--- src/include/qcef_pkg.sv ---
// Package for the quadrature counter event flag block.
// Holds register offsets, field positions, reset values and mode codes.
// Assumes a 32-bit plain register port with byte addresses.
package qcef_pkg;

  // Register byte offsets on the plain register port.
  localparam logic [7:0] QCEF_IRQ_CTRL_OFS    = 8'h00;
  localparam logic [7:0] QCEF_CNT_CTRL_OFS    = 8'h04;
  localparam logic [7:0] QCEF_POS_COUNT_OFS   = 8'h08;
  localparam logic [7:0] QCEF_POS_CMP_OFS     = 8'h0C;
  localparam logic [7:0] QCEF_REV_CMP_OFS     = 8'h10;

  // Interrupt control register fields, low byte.
  localparam int QCEF_POS_IE_BIT     = 0;
  localparam int QCEF_POS_F_BIT      = 1;
  localparam int QCEF_POR_IE_BIT     = 2;
  localparam int QCEF_POR_F_BIT      = 3;
  // Interrupt control register fields, high byte.
  localparam int QCEF_INV_IE_BIT     = 8;
  localparam int QCEF_INV_F_BIT      = 9;
  localparam int QCEF_LAST_DIR_BIT   = 10;
  localparam int QCEF_OVF_DIR_BIT    = 11;
  localparam int QCEF_CMB_IE_BIT     = 12;
  localparam int QCEF_CMB_F_BIT      = 13;

  // Counter control register fields.
  localparam int QCEF_PMODE_LSB      = 0;
  localparam int QCEF_RMODE_LSB      = 2;
  localparam int QCEF_HALT_BIT       = 4;
  localparam int QCEF_REVOLUTION_COMPARE_SELECT_BIT       = 5;

  // Values after reset.
  localparam logic [1:0]  QCEF_MODE_RST  = 2'h0;
  localparam logic [15:0] QCEF_CMP_RST   = 16'h0000;

  // Position and revolution count modes.
  typedef enum logic [1:0] {
    QCEF_MODE_OFF = 2'b00,
    QCEF_MODE_1   = 2'b01,
    QCEF_MODE_2   = 2'b10,
    QCEF_MODE_3   = 2'b11
  } qcef_mode_type;

endpackage : qcef_pkg

--- src/logic/qcef_event_flags.sv ---
// Event and interrupt flag logic of a quadrature position counter.
// Assumes the counter core runs on clk and feeds count values, step
// pulses and index events directly, with no synchronisation needed.
//
// Implementation choices: the register offsets and strobed register access.
`timescale 1ns/10ps
`default_nettype none

// Overview of operation
// Pos-or-rev flag with enable drives interrupt.
// Position equals compare sets position flag.
// Write 0 clears flag, 1 keeps.
// Read-modify-write reads every flag as 1.
// Enabling position mode on match sets flag.
// Halted count write matching compare sets flag.
// Compare write matching count sets flag.
// Position flag with enable drives interrupt.
// Top two control bits read zero.
// Both matches together set combined flag.
// Position enable with both matches sets combined.
// Count or compare write completes combined match.
// Revolution compare write completes combined match.
// Revolution mode enable with matches sets combined.
// Combined flag with enable drives interrupt.
// Overflow direction captured at each flow.
// Last direction follows latest count step.
// Early index resets position unless revolution mode 2, blocks revolution.
// Direction reversal sets inversion flag.
// First reversal after enable is ignored.
// Inversion flag with enable drives interrupt.
// One level interrupt from all flag pairs.
module qcef_event_flags
  import qcef_pkg::*;
#(
  parameter int CNT_W = 16
) (
  input  wire logic              clk,
  input  wire logic              rst_n,
  input  wire logic [7:0]        reg_addr,
  input  wire logic [31:0]       reg_wdata,
  input  wire logic              reg_wr,
  input  wire logic              reg_rd,
  input  wire logic              reg_rmw,
  output logic      [31:0]       reg_rdata,
  input  wire logic [CNT_W-1:0]  pos_count,
  input  wire logic [CNT_W-1:0]  rev_count,
  input  wire logic              step_pulse,
  input  wire logic              step_down,
  input  wire logic              flow_pulse,
  input  wire logic              phase_edge,
  input  wire logic              index_edge,
  output logic      [1:0]        position_mode,
  output logic      [1:0]        revolution_count_mode,
  output logic                   position_halt_bit,
  output logic                   revolution_compare_select,
  output logic                   pos_load_valid,
  output logic      [CNT_W-1:0]  pos_load_data,
  output logic                   pos_reset_req,
  output logic                   rev_count_inhibit,
  output logic                   irq
);

  // Control fields written by software.
  logic [1:0]       pmode_r;     // Position count mode.
  logic [1:0]       rmode_r;     // Revolution count mode.
  logic             halt_r;      // Position halt bit.
  logic             revolution_compare_select_r;      // Revolution compare select.
  logic [CNT_W-1:0] pos_cmp_r;   // Position compare register.
  logic [CNT_W-1:0] rev_cmp_r;   // Revolution compare register.
  // Interrupt enables.
  logic             pos_ie_r;
  logic             por_ie_r;
  logic             cmb_ie_r;
  logic             inv_ie_r;
  // Sticky request flags.
  logic             pos_f_r;
  logic             por_f_r;
  logic             cmb_f_r;
  logic             inv_f_r;
  // Direction state.
  logic             ovf_dir_r;   // Direction at last flow.
  logic             last_dir_r;  // Direction of last step.
  logic             dir_known_r; // A step was seen since enable.
  logic             no_phase_r;  // No phase edge since enable.
  // Previous values used to detect changes.
  logic [1:0]       pmode_prev_r;
  logic [1:0]       rmode_prev_r;
  logic             revolution_compare_select_prev_r;
  logic [CNT_W-1:0] pos_prev_r;
  logic [CNT_W-1:0] rev_prev_r;
  // Output registers of the bus and pulses.
  logic [31:0]      rdata_r;
  logic             load_v_r;
  logic [CNT_W-1:0] load_d_r;
  logic             preset_r;
  logic             rinh_r;

  // Write decode strobes.
  logic wr_irq;
  logic wr_ctrl;
  logic wr_cnt;
  logic wr_pcmp;
  logic wr_rcmp;
  assign wr_irq  = reg_wr && (reg_addr == QCEF_IRQ_CTRL_OFS);
  assign wr_ctrl = reg_wr && (reg_addr == QCEF_CNT_CTRL_OFS);
  assign wr_cnt  = reg_wr && (reg_addr == QCEF_POS_COUNT_OFS);
  assign wr_pcmp = reg_wr && (reg_addr == QCEF_POS_CMP_OFS);
  assign wr_rcmp = reg_wr && (reg_addr == QCEF_REV_CMP_OFS);

  // Data written for the compare and count registers.
  logic [CNT_W-1:0] wval;
  assign wval = reg_wdata[CNT_W-1:0];

  // Mode conditions.
  logic pos_en;
  logic rev_en;
  logic pos_enter;
  logic rev_enter;
  assign pos_en    = (pmode_r != QCEF_MODE_OFF);
  assign rev_en    = (rmode_r != QCEF_MODE_OFF);
  assign pos_enter = pos_en && (pmode_prev_r == QCEF_MODE_OFF);
  assign rev_enter = rev_en && (rmode_prev_r == QCEF_MODE_OFF);

  // Live compare matches against the counter core.
  logic pos_match;
  logic rev_match;
  logic por_match;
  logic pos_chg;
  logic rev_chg;
  assign pos_match = (pos_count == pos_cmp_r);
  assign rev_match = (rev_count == rev_cmp_r);
  assign por_match = revolution_compare_select_r ? (rev_count == rev_cmp_r)
                            : (pos_count == rev_cmp_r);
  assign pos_chg   = (pos_count != pos_prev_r);
  assign rev_chg   = (rev_count != rev_prev_r);

  // Position flag set terms. A counter change into match is the normal
  // path; the write terms compare the written value directly so the
  // flag rises without waiting for the counter to reload.
  logic pos_set;
  logic pos_wr_hit;
  // Halted count write.
  assign pos_wr_hit = (wr_cnt && halt_r && pos_en && (wval == pos_cmp_r))
  // Compare register write.
                   || (wr_pcmp && pos_en && (wval == pos_count));
  // Counter reaches compare, mode enable on match.
  assign pos_set = (pos_en && pos_match && (pos_chg || pos_enter))
                || pos_wr_hit;

  // Combined flag set terms.
  logic cmb_set;
  // Both counters match together, select bit ignored.
  // Position enable, revolution enable with both matches.
  // Count or compare write, revolution compare write.
  assign cmb_set =
      (pos_en && rev_en && pos_match && rev_match
        && (pos_chg || rev_chg || pos_enter || rev_enter))
   || (pos_wr_hit && rev_en && rev_match)
   || (wr_rcmp && rev_en && pos_en && pos_match && (wval == rev_count));

  // Position-or-revolution flag set: counter change, mode entry,
  // compare write or a change of the select bit.
  logic por_set;
  assign por_set =
      (pos_en && por_match
        && ((revolution_compare_select_r ? rev_chg : pos_chg) || pos_enter || rev_enter
            || (revolution_compare_select_r != revolution_compare_select_prev_r)))
   || (wr_rcmp && pos_en
        && (wval == (revolution_compare_select_r ? rev_count : pos_count)));

  // Direction reversal; needs a known previous direction.
  logic inv_set;
  assign inv_set = step_pulse && pos_en && dir_known_r
                && (step_down != last_dir_r);

  // Control register, written by software only.
  always_ff @(posedge clk or negedge rst_n) begin
    if (!rst_n) begin
      pmode_r <= QCEF_MODE_RST;
      rmode_r <= QCEF_MODE_RST;
      halt_r  <= 1'b0;
      revolution_compare_select_r  <= 1'b0;
    end else if (wr_ctrl) begin
      pmode_r <= reg_wdata[QCEF_PMODE_LSB +: 2];
      rmode_r <= reg_wdata[QCEF_RMODE_LSB +: 2];
      halt_r  <= reg_wdata[QCEF_HALT_BIT];
      revolution_compare_select_r  <= reg_wdata[QCEF_REVOLUTION_COMPARE_SELECT_BIT];
    end
  end

  // Compare registers.
  always_ff @(posedge clk or negedge rst_n) begin
    if (!rst_n) begin
      pos_cmp_r <= QCEF_CMP_RST[CNT_W-1:0];
      rev_cmp_r <= QCEF_CMP_RST[CNT_W-1:0];
    end else begin
      if (wr_pcmp) begin
        pos_cmp_r <= wval;
      end
      if (wr_rcmp) begin
        rev_cmp_r <= wval;
      end
    end
  end

  // Interrupt enables; bits 15:14 are not stored at all.
  always_ff @(posedge clk or negedge rst_n) begin
    if (!rst_n) begin
      pos_ie_r <= 1'b0;
      por_ie_r <= 1'b0;
      cmb_ie_r <= 1'b0;
      inv_ie_r <= 1'b0;
    end else if (wr_irq) begin
      pos_ie_r <= reg_wdata[QCEF_POS_IE_BIT];
      por_ie_r <= reg_wdata[QCEF_POR_IE_BIT];
      cmb_ie_r <= reg_wdata[QCEF_CMB_IE_BIT];
      inv_ie_r <= reg_wdata[QCEF_INV_IE_BIT];
    end
  end

  // Sticky flags. A zero written clears, a one is ignored, and a set
  // in the same cycle as the clear wins so no event is lost.
  always_ff @(posedge clk or negedge rst_n) begin
    if (!rst_n) begin
      pos_f_r <= 1'b0;
      por_f_r <= 1'b0;
      cmb_f_r <= 1'b0;
      inv_f_r <= 1'b0;
    end else begin
      // Write zero clears.
      pos_f_r <= pos_set
              || (pos_f_r && !(wr_irq && !reg_wdata[QCEF_POS_F_BIT]));
      por_f_r <= por_set
              || (por_f_r && !(wr_irq && !reg_wdata[QCEF_POR_F_BIT]));
      cmb_f_r <= cmb_set
              || (cmb_f_r && !(wr_irq && !reg_wdata[QCEF_CMB_F_BIT]));
      inv_f_r <= inv_set
              || (inv_f_r && !(wr_irq && !reg_wdata[QCEF_INV_F_BIT]));
    end
  end

  // Direction tracking. The last direction is meaningless while the
  // position mode is off, so the known mark drops there.
  always_ff @(posedge clk or negedge rst_n) begin
    if (!rst_n) begin
      ovf_dir_r   <= 1'b0;
      last_dir_r  <= 1'b0;
      dir_known_r <= 1'b0;
    end else begin
      // Capture direction at flow.
      if (flow_pulse) begin
        ovf_dir_r <= step_down;
      end
      // Latest step direction.
      if (step_pulse && pos_en) begin
        last_dir_r <= step_down;
      end
      // Forget direction while disabled.
      if (!pos_en) begin
        dir_known_r <= 1'b0;
      end else if (step_pulse) begin
        dir_known_r <= 1'b1;
      end
    end
  end

  // Index before first phase edge after enable.
  always_ff @(posedge clk or negedge rst_n) begin
    if (!rst_n) begin
      no_phase_r <= 1'b0;
      preset_r   <= 1'b0;
      rinh_r     <= 1'b0;
    end else begin
      if (!pos_en || phase_edge) begin
        no_phase_r <= 1'b0;
      end else if (pos_enter) begin
        no_phase_r <= 1'b1;
      end
      // Early index handling.
      rinh_r   <= index_edge && (no_phase_r || pos_enter) && !phase_edge;
      preset_r <= index_edge && (no_phase_r || pos_enter) && !phase_edge
               && (rmode_r != QCEF_MODE_2);
    end
  end

  // Previous values for change and entry detection.
  always_ff @(posedge clk or negedge rst_n) begin
    if (!rst_n) begin
      pmode_prev_r <= QCEF_MODE_RST;
      rmode_prev_r <= QCEF_MODE_RST;
      revolution_compare_select_prev_r  <= 1'b0;
      pos_prev_r   <= '0;
      rev_prev_r   <= '0;
    end else begin
      pmode_prev_r <= pmode_r;
      rmode_prev_r <= rmode_r;
      revolution_compare_select_prev_r  <= revolution_compare_select_r;
      pos_prev_r   <= pos_count;
      rev_prev_r   <= rev_count;
    end
  end

  // Count register write is forwarded to the counter core.
  always_ff @(posedge clk or negedge rst_n) begin
    if (!rst_n) begin
      load_v_r <= 1'b0;
      load_d_r <= '0;
    end else begin
      load_v_r <= wr_cnt;
      if (wr_cnt) begin
        load_d_r <= wval;
      end
    end
  end

  // Read data for the interrupt control register.
  logic [31:0] irq_rd;
  always_comb begin
    irq_rd = 32'h0000_0000;
    // Flags read as one on read-modify-write.
    irq_rd[QCEF_POS_F_BIT]    = pos_f_r || reg_rmw;
    irq_rd[QCEF_POR_F_BIT]    = por_f_r || reg_rmw;
    irq_rd[QCEF_CMB_F_BIT]    = cmb_f_r || reg_rmw;
    irq_rd[QCEF_INV_F_BIT]    = inv_f_r || reg_rmw;
    irq_rd[QCEF_POS_IE_BIT]   = pos_ie_r;
    irq_rd[QCEF_POR_IE_BIT]   = por_ie_r;
    irq_rd[QCEF_CMB_IE_BIT]   = cmb_ie_r;
    irq_rd[QCEF_INV_IE_BIT]   = inv_ie_r;
    irq_rd[QCEF_OVF_DIR_BIT]  = ovf_dir_r;
    irq_rd[QCEF_LAST_DIR_BIT] = last_dir_r;
    // Bits 15:14 stay zero from the default above.
  end

  // Registered read data, valid only in the cycle after the strobe.
  always_ff @(posedge clk or negedge rst_n) begin
    if (!rst_n) begin
      rdata_r <= 32'h0000_0000;
    end else if (reg_rd) begin
      unique case (reg_addr)
        QCEF_IRQ_CTRL_OFS:  rdata_r <= irq_rd;
        QCEF_CNT_CTRL_OFS:  rdata_r <= {26'h0000000, revolution_compare_select_r, halt_r,
                                        rmode_r, pmode_r};
        QCEF_POS_COUNT_OFS: rdata_r <= 32'(pos_count);
        QCEF_POS_CMP_OFS:   rdata_r <= 32'(pos_cmp_r);
        QCEF_REV_CMP_OFS:   rdata_r <= 32'(rev_cmp_r);
        // Unmapped addresses answer zero.
        default:            rdata_r <= 32'h0000_0000;
      endcase
    end else begin
      rdata_r <= 32'h0000_0000;
    end
  end

  // Interrupt request, a plain level from registered flags.
  // Flag and enable pairs.
  assign irq = (pos_f_r && pos_ie_r) || (por_f_r && por_ie_r)
            || (cmb_f_r && cmb_ie_r) || (inv_f_r && inv_ie_r);

  // Outputs toward the bus and the counter core.
  assign reg_rdata                 = rdata_r;
  assign position_mode             = pmode_r;
  assign revolution_count_mode     = rmode_r;
  assign position_halt_bit         = halt_r;
  assign revolution_compare_select = revolution_compare_select_r;
  assign pos_load_valid            = load_v_r;
  assign pos_load_data             = load_d_r;
  assign pos_reset_req             = preset_r;
  assign rev_count_inhibit         = rinh_r;

endmodule : qcef_event_flags

`default_nettype wire

--- config.mk ---
export PLATFORM = sky130hd
export DESIGN_NAME = qcef_event_flags
export DESIGN_NICKNAME = d
export VERILOG_FILES = /design/src/include/qcef_pkg.sv /design/src/logic/qcef_event_flags.sv
export SDC_FILE = /design/constraint.sdc
export NUM_CORES = 1
export LEC_CHECK = 0
export CORE_ASPECT_RATIO = 1.2
export CORE_MARGIN = 4
export CORE_UTILIZATION = 25
export CTS_BUF_LIST = sky130_fd_sc_hd__clkbuf_16
export DETAILED_ROUTE_END_ITERATION = 10
export DONT_BUFFER_PORTS = 1
export GPL_TIMING_DRIVEN = 0
export HOLD_SLACK_MARGIN = 0.15
export SLEW_MARGIN = 20
export SYNTH_ARGS = -nofsm -noshare
export SYNTH_HDL_FRONTEND = slang
export SYNTH_SLANG_ARGS = --single-unit
--- constraint.sdc ---
create_clock -name clk -period 2.1 [get_ports clk]
set_input_delay 0.525 -clock clk [delete_from_list [all_inputs] [get_ports clk]]
set_output_delay 0.525 -clock clk [all_outputs]
set_load 0.05 [all_outputs]
* Yosys cells after proc, flatten, opt, wreduce, memory -nomap -nowiden
Cells that the tools add are included.
** Cells by class
- Eq/ne operators :: 17
- Mux-type cells :: 9
- Reductions and logical operators :: 87
** Operators by type and width (number)
- $eq A16 B16 Y1 :: 7
- $pmux W16 S5 :: 1
- $logic_and A1 B1 Y1 :: 46
- $mux W32 :: 1
- $ne A16 B16 Y1 :: 2
- $logic_or A1 B1 Y1 :: 25
- $eq A8 B4 Y1 const B :: 2
- $mux W16 :: 1
- $logic_not A1 Y1 :: 10
- $eq A8 B3 Y1 const B :: 1
- $eq A8 B5 Y1 const B :: 1
- $logic_not A8 Y1 :: 1
- $mux W1 :: 6
- $reduce_bool A2 Y1 :: 3
- $logic_not A2 Y1 :: 2
- $ne A2 B2 Y1 const B :: 2
- $ne A1 B1 Y1 :: 2
** Word-level totals
- Register bits after elaboration :: 138
- Output and inout port bits :: 58
- Word-level logic and storage cells :: 141

* Longest topological paths before layout
- Depth in word-level cells :: 11
- Mapped depth :: 8

* Worst setup path after synthesis
Ideal clock, no wire load.
- Path type :: input to register
- Start :: input port reg_addr[7]
- End :: register pos_cmp_r[13]
- Library setup time :: 0.128 ns
- Arrival time :: 2.252 ns
- Required time :: 1.972 ns
- Path slack :: -0.280 ns
- Stages on the path :: 7
- Path buffers :: 2
- Cell sequence :: or4_4 -> nor3_4 -> and3_1 -> and2_1 -> buf_4 -> buf_6 -> mux2_1
** On the way
- Longest elaborated chain between the ends :: 2
** RTL lines
- from (decl) :: line qcef_event_flags.sv:39 : input wire logic [7:0] reg_addr,
- $eq A8 B4 Y1 :: line qcef_event_flags.sv:107 : assign wr_pcmp = reg_wr && (reg_addr == QCEF_POS_CMP_OFS);
- $logic_and A1 B1 Y1 :: line qcef_event_flags.sv:107
- to (signal assigned) :: line qcef_event_flags.sv:194 : pos_cmp_r <= QCEF_CMP_RST[CNT_W-1:0];
- to (signal assigned) :: line qcef_event_flags.sv:198 : pos_cmp_r <= wval;
- to (decl) :: line qcef_event_flags.sv:68 : logic [CNT_W-1:0] pos_cmp_r;
No other way between the ends.
A chain may end at the register's enable or synchronous reset.

* Worst setup path after layout
- Start :: register rev_prev_r[1]
- End :: register cmb_f_r
** On the way
- Longest elaborated chain between the ends :: 8
** RTL lines
- from (decl) :: line qcef_event_flags.sv:90 : logic [CNT_W-1:0] rev_prev_r;
- from (signal assigned) :: line qcef_event_flags.sv:299 : rev_prev_r <= rev_count;
- $ne A16 B16 Y1 :: line qcef_event_flags.sv:135 : assign rev_chg = (rev_count != rev_prev_r);
- $logic_or A1 B1 Y1 (3 in a row) :: line qcef_event_flags.sv:157 : && (pos_chg || rev_chg || pos_enter || rev_enter))
- $logic_and A1 B1 Y1 :: line qcef_event_flags.sv:157
- $logic_or A1 B1 Y1 :: line qcef_event_flags.sv:158 : || (pos_wr_hit && rev_en && rev_match)
- $logic_or A1 B1 Y1 :: line qcef_event_flags.sv:159 : || (wr_rcmp && rev_en && pos_en && pos_match && (wval == rev_count));
- $logic_or A1 B1 Y1 :: line qcef_event_flags.sv:236 : || (cmb_f_r && !(wr_irq && !reg_wdata[QCEF_CMB_F_BIT]));
- to (signal assigned) :: line qcef_event_flags.sv:235 : cmb_f_r <= cmb_set
- to (decl) :: line qcef_event_flags.sv:78 : logic cmb_f_r;
No other way between the ends.

==> flow_summary.yaml <==
detailed_routing:
  met1Wirelength_um: 8640
  drtIter0Drc: 357
  drt_first_pass_iters: 5
  antenna_left: 0
  totalWireLength_um: 19300
  met3_length_um: 1110
  wl_met2_um: 9070
  vias: 4371
  top_layer_used: "met4"
  vias_per_cell: 4.67
  wl_per_cell_um: 20.6
  drc: 0
synthesis:
  synth_seq_cells: 122
  yosysWarnings: 0
  avgSynthCellArea_um2: 11.7
  syn_inst: 531
  synth-edff-count: 0
  yosysSeqAreaShare: 0.491
  netlist_area_mm2: 0.00622
  async_reset_ff_frac: 1.00
  synthDistinctLibCells: 48
  synth_ff_type: "dfrtp_1"
setup_path:
  endpoint_kind: "flip-flop"
  critical_path_class: "flip-flop to flip-flop"
  crit_start: "rev_prev_r[1]"
  path_max_fanout: 2
  startpoint_type: "flip-flop"
  worstReg2RegStart: "rev_prev_r[1]"
  crit_arrival_ps: 2450
  cp.required_ps: 2400
sta:
  worst_pin_slew_ps: 748
  fin_ws_ps: -53.3
  drv_slew: 0
  fmaxAchievable_mhz: 464
  max_slew_margin: 0.501
  finalCritPeriodShare: 1.03
  period_needed_ps: 2150
  hold_viol: 122
  fin_hold_ws_ps: -197
  finalSetupViolCount: 2
  clock-skew-final_ps: 8.70
  tns_ps: -58.3
  grt_setup_unrepaired: "yes"
final_layout:
  n_antenna_cell: 0
  num-nets-final: 684
  area_growth_pct: 24.6
  drive_gt1_frac: 0.247
  fillers: 2455
min_path:
  worstHoldPathType: "primary input to asynchronous set/reset pin"
outcome:
  violations: "hold timing, setup timing"
  status: "finished with violations"
placed_design:
  place_hpwl_um: 14100
  port_buffers: 0
  gp_congestion: 0.899
  place_ws_ps: -860
power_and_ir_drop:
  power_density_mw_per_mm2: 770
  peakVddDrop_uv: 535
  power.leakage_nw: 3.33
global_route:
  antenna_found_initial: 0
  overflow: 0
  grt_max_degree: 123
  grt.total_usage: 0.141
  grt_pass1_wl_um: 29000
  grt_pass1_vias: 4574
run:
  drv_cap: 0
die:
  die_x_um: 152
  die_area_mm2: 0.0275
  coreArea_mm2: 0.0242
  std_cell_rows: 62
  pin_count: 140
  start_util: 0.257
  die_h_um: 181
clock_network:
  hold_buffers: 32
  clk_latency_ps: 420
  cts.path.max_buffers: 2
  clock_sinks: 122
  cts_buffers: 17
  htreeDepth: 4
  cts_tree: "built"
  cts_root_buffer: "clkbuf_16"
  clk_pin_slew_worst_paths_ps: 70
[worst paths after layout]
| kind | to | slack, ps | depth (start not counted) |
|---|---|---|---|
| max | cmb_f_r | -50 | 6 |
| min | pos_reset_req | -200 | 0 |
| max reg2reg | cmb_f_r | -50 | 6 |
| min reg2reg | dir_known_r | 490 | 2 |
| max in group asynchronous | pos_cmp_r[7] | 2130 | 0 |
| min in group clk | no_phase_r | 170 | 1 |
[power breakdown]
part | switching (W) | total [W] | internal, W
sequential | 0.000193 | 0.00265 | 0.00245
clock | 0.00118 | 0.00270 | 0.00152
combinational | 0.000318 | 0.000614 | 0.000296
total | 0.00169 | 0.00596 | 0.00427
[cells in the final DEF (no fill, tap or decap), types with 13 or more instances in the layout]
cell           count
dfrtp_1          120
xor2_1            72
xnor2_1           57
mux2_2            47
dlygate4sd3_1     32
clkbuf_1          27
buf_4             21
nand4_1           19
nor2_1            18
clkbuf_16         17
conb_1            16
nor4_1            15
mux2_4            14
nand2_1           13
[critical path, cell delays in order (launching register included)]
cell      delay, ps
dfrtp_1         370
xnor2_1         150
nand4_1         190
nor4_4          410
or4b_4          520
a221oi_2        250
o21ai_1         120
[per-stage QoR]
stage | util | power [W] | cell area, um2 | cells
global placement | 0.279 | 0.00323 | 6760 | 866
finish | 0.320 | 0.00596 | 7750 | 935
CTS | 0.319 | 0.00604 | 7710 | 934
detailed placement | 0.279 | 0.00324 | 6760 | 866
floorplan | - | 0.00310 | 6350 | 546
global route | 0.320 | 0.00621 | 7750 | 935
[cell usage after synthesis (2+ instances only)]
cell,number,area [um2]
nor2_1,19,71.3
dfrtp_1,122,3050
buf_1,3,11.3
or2_2,3,18.8
nand2_2,2,12.5
and2_1,3,18.8
buf_4,19,143
a32oi_1,2,17.5
nor2b_1,2,12.5
inv_1,2,7.51
xor2_1,72,631
mux2_2,55,619
buf_6,2,22.5
clkbuf_1,33,124
o21ai_1,3,15.0
nand3_1,2,10.0
buf_2,3,15.0
a21oi_1,11,55.1
a222oi_1,8,80.1
o21ai_0,9,45.0
nor3_1,5,25.0
nor4_1,19,119
xnor2_1,57,499
mux2_1,9,101
o211ai_1,3,22.5
a22oi_1,8,60.1
a31oi_1,2,12.5
nand4_1,19,119
a22o_1,2,17.5
mux4_2,2,45.0
nand2_1,13,48.8
[logic make-up after synthesis]
logic type	synth area share
xor gates and xnor gates	0.182
and+or+nand+nor	0.0942
muxes	0.123
other	0.000603
buffers and inverters	0.0519
DFF	0.491
AOI/OAI and AO/OA	0.0575
[cell type report]
type | count | area (um2) | area share
inverter | 2 | 7.51 | 0.000969
clock inverter | 15 | 120 | 0.0155
buffer | 60 | 353 | 0.0455
multi-input combinational | 362 | 3030 | 0.391
clock buffer | 17 | 425 | 0.0549
timing repair buffer | 37 | 358 | 0.0462
tap | 320 | 400 | 0.0517
sequential | 122 | 3060 | 0.394
[registers in the layout, summed over array words and instances (netlist names), 16 cells and up]
signal         flops
pos_cmp_r         16
pos_load_data     16
pos_prev_r        16
reg_rdata         16
rev_cmp_r         16
rev_prev_r        16
[timing repair]
item	CTS	global route
hold endpoints to repair	154	122
setup buffers	4	1
setup endpoints to repair	22	7
gates resized for setup	13	15
pin swaps	8	3
[per-layer routing]
metal	vias to the layer above	GRT usage
li1	1973	-
met1	2196	0.187
met2	167	0.222
met3	35	0.0361
met4	0	0.0511
met5	-	0
No activity file was read; power rests on OpenSTA's default activity.
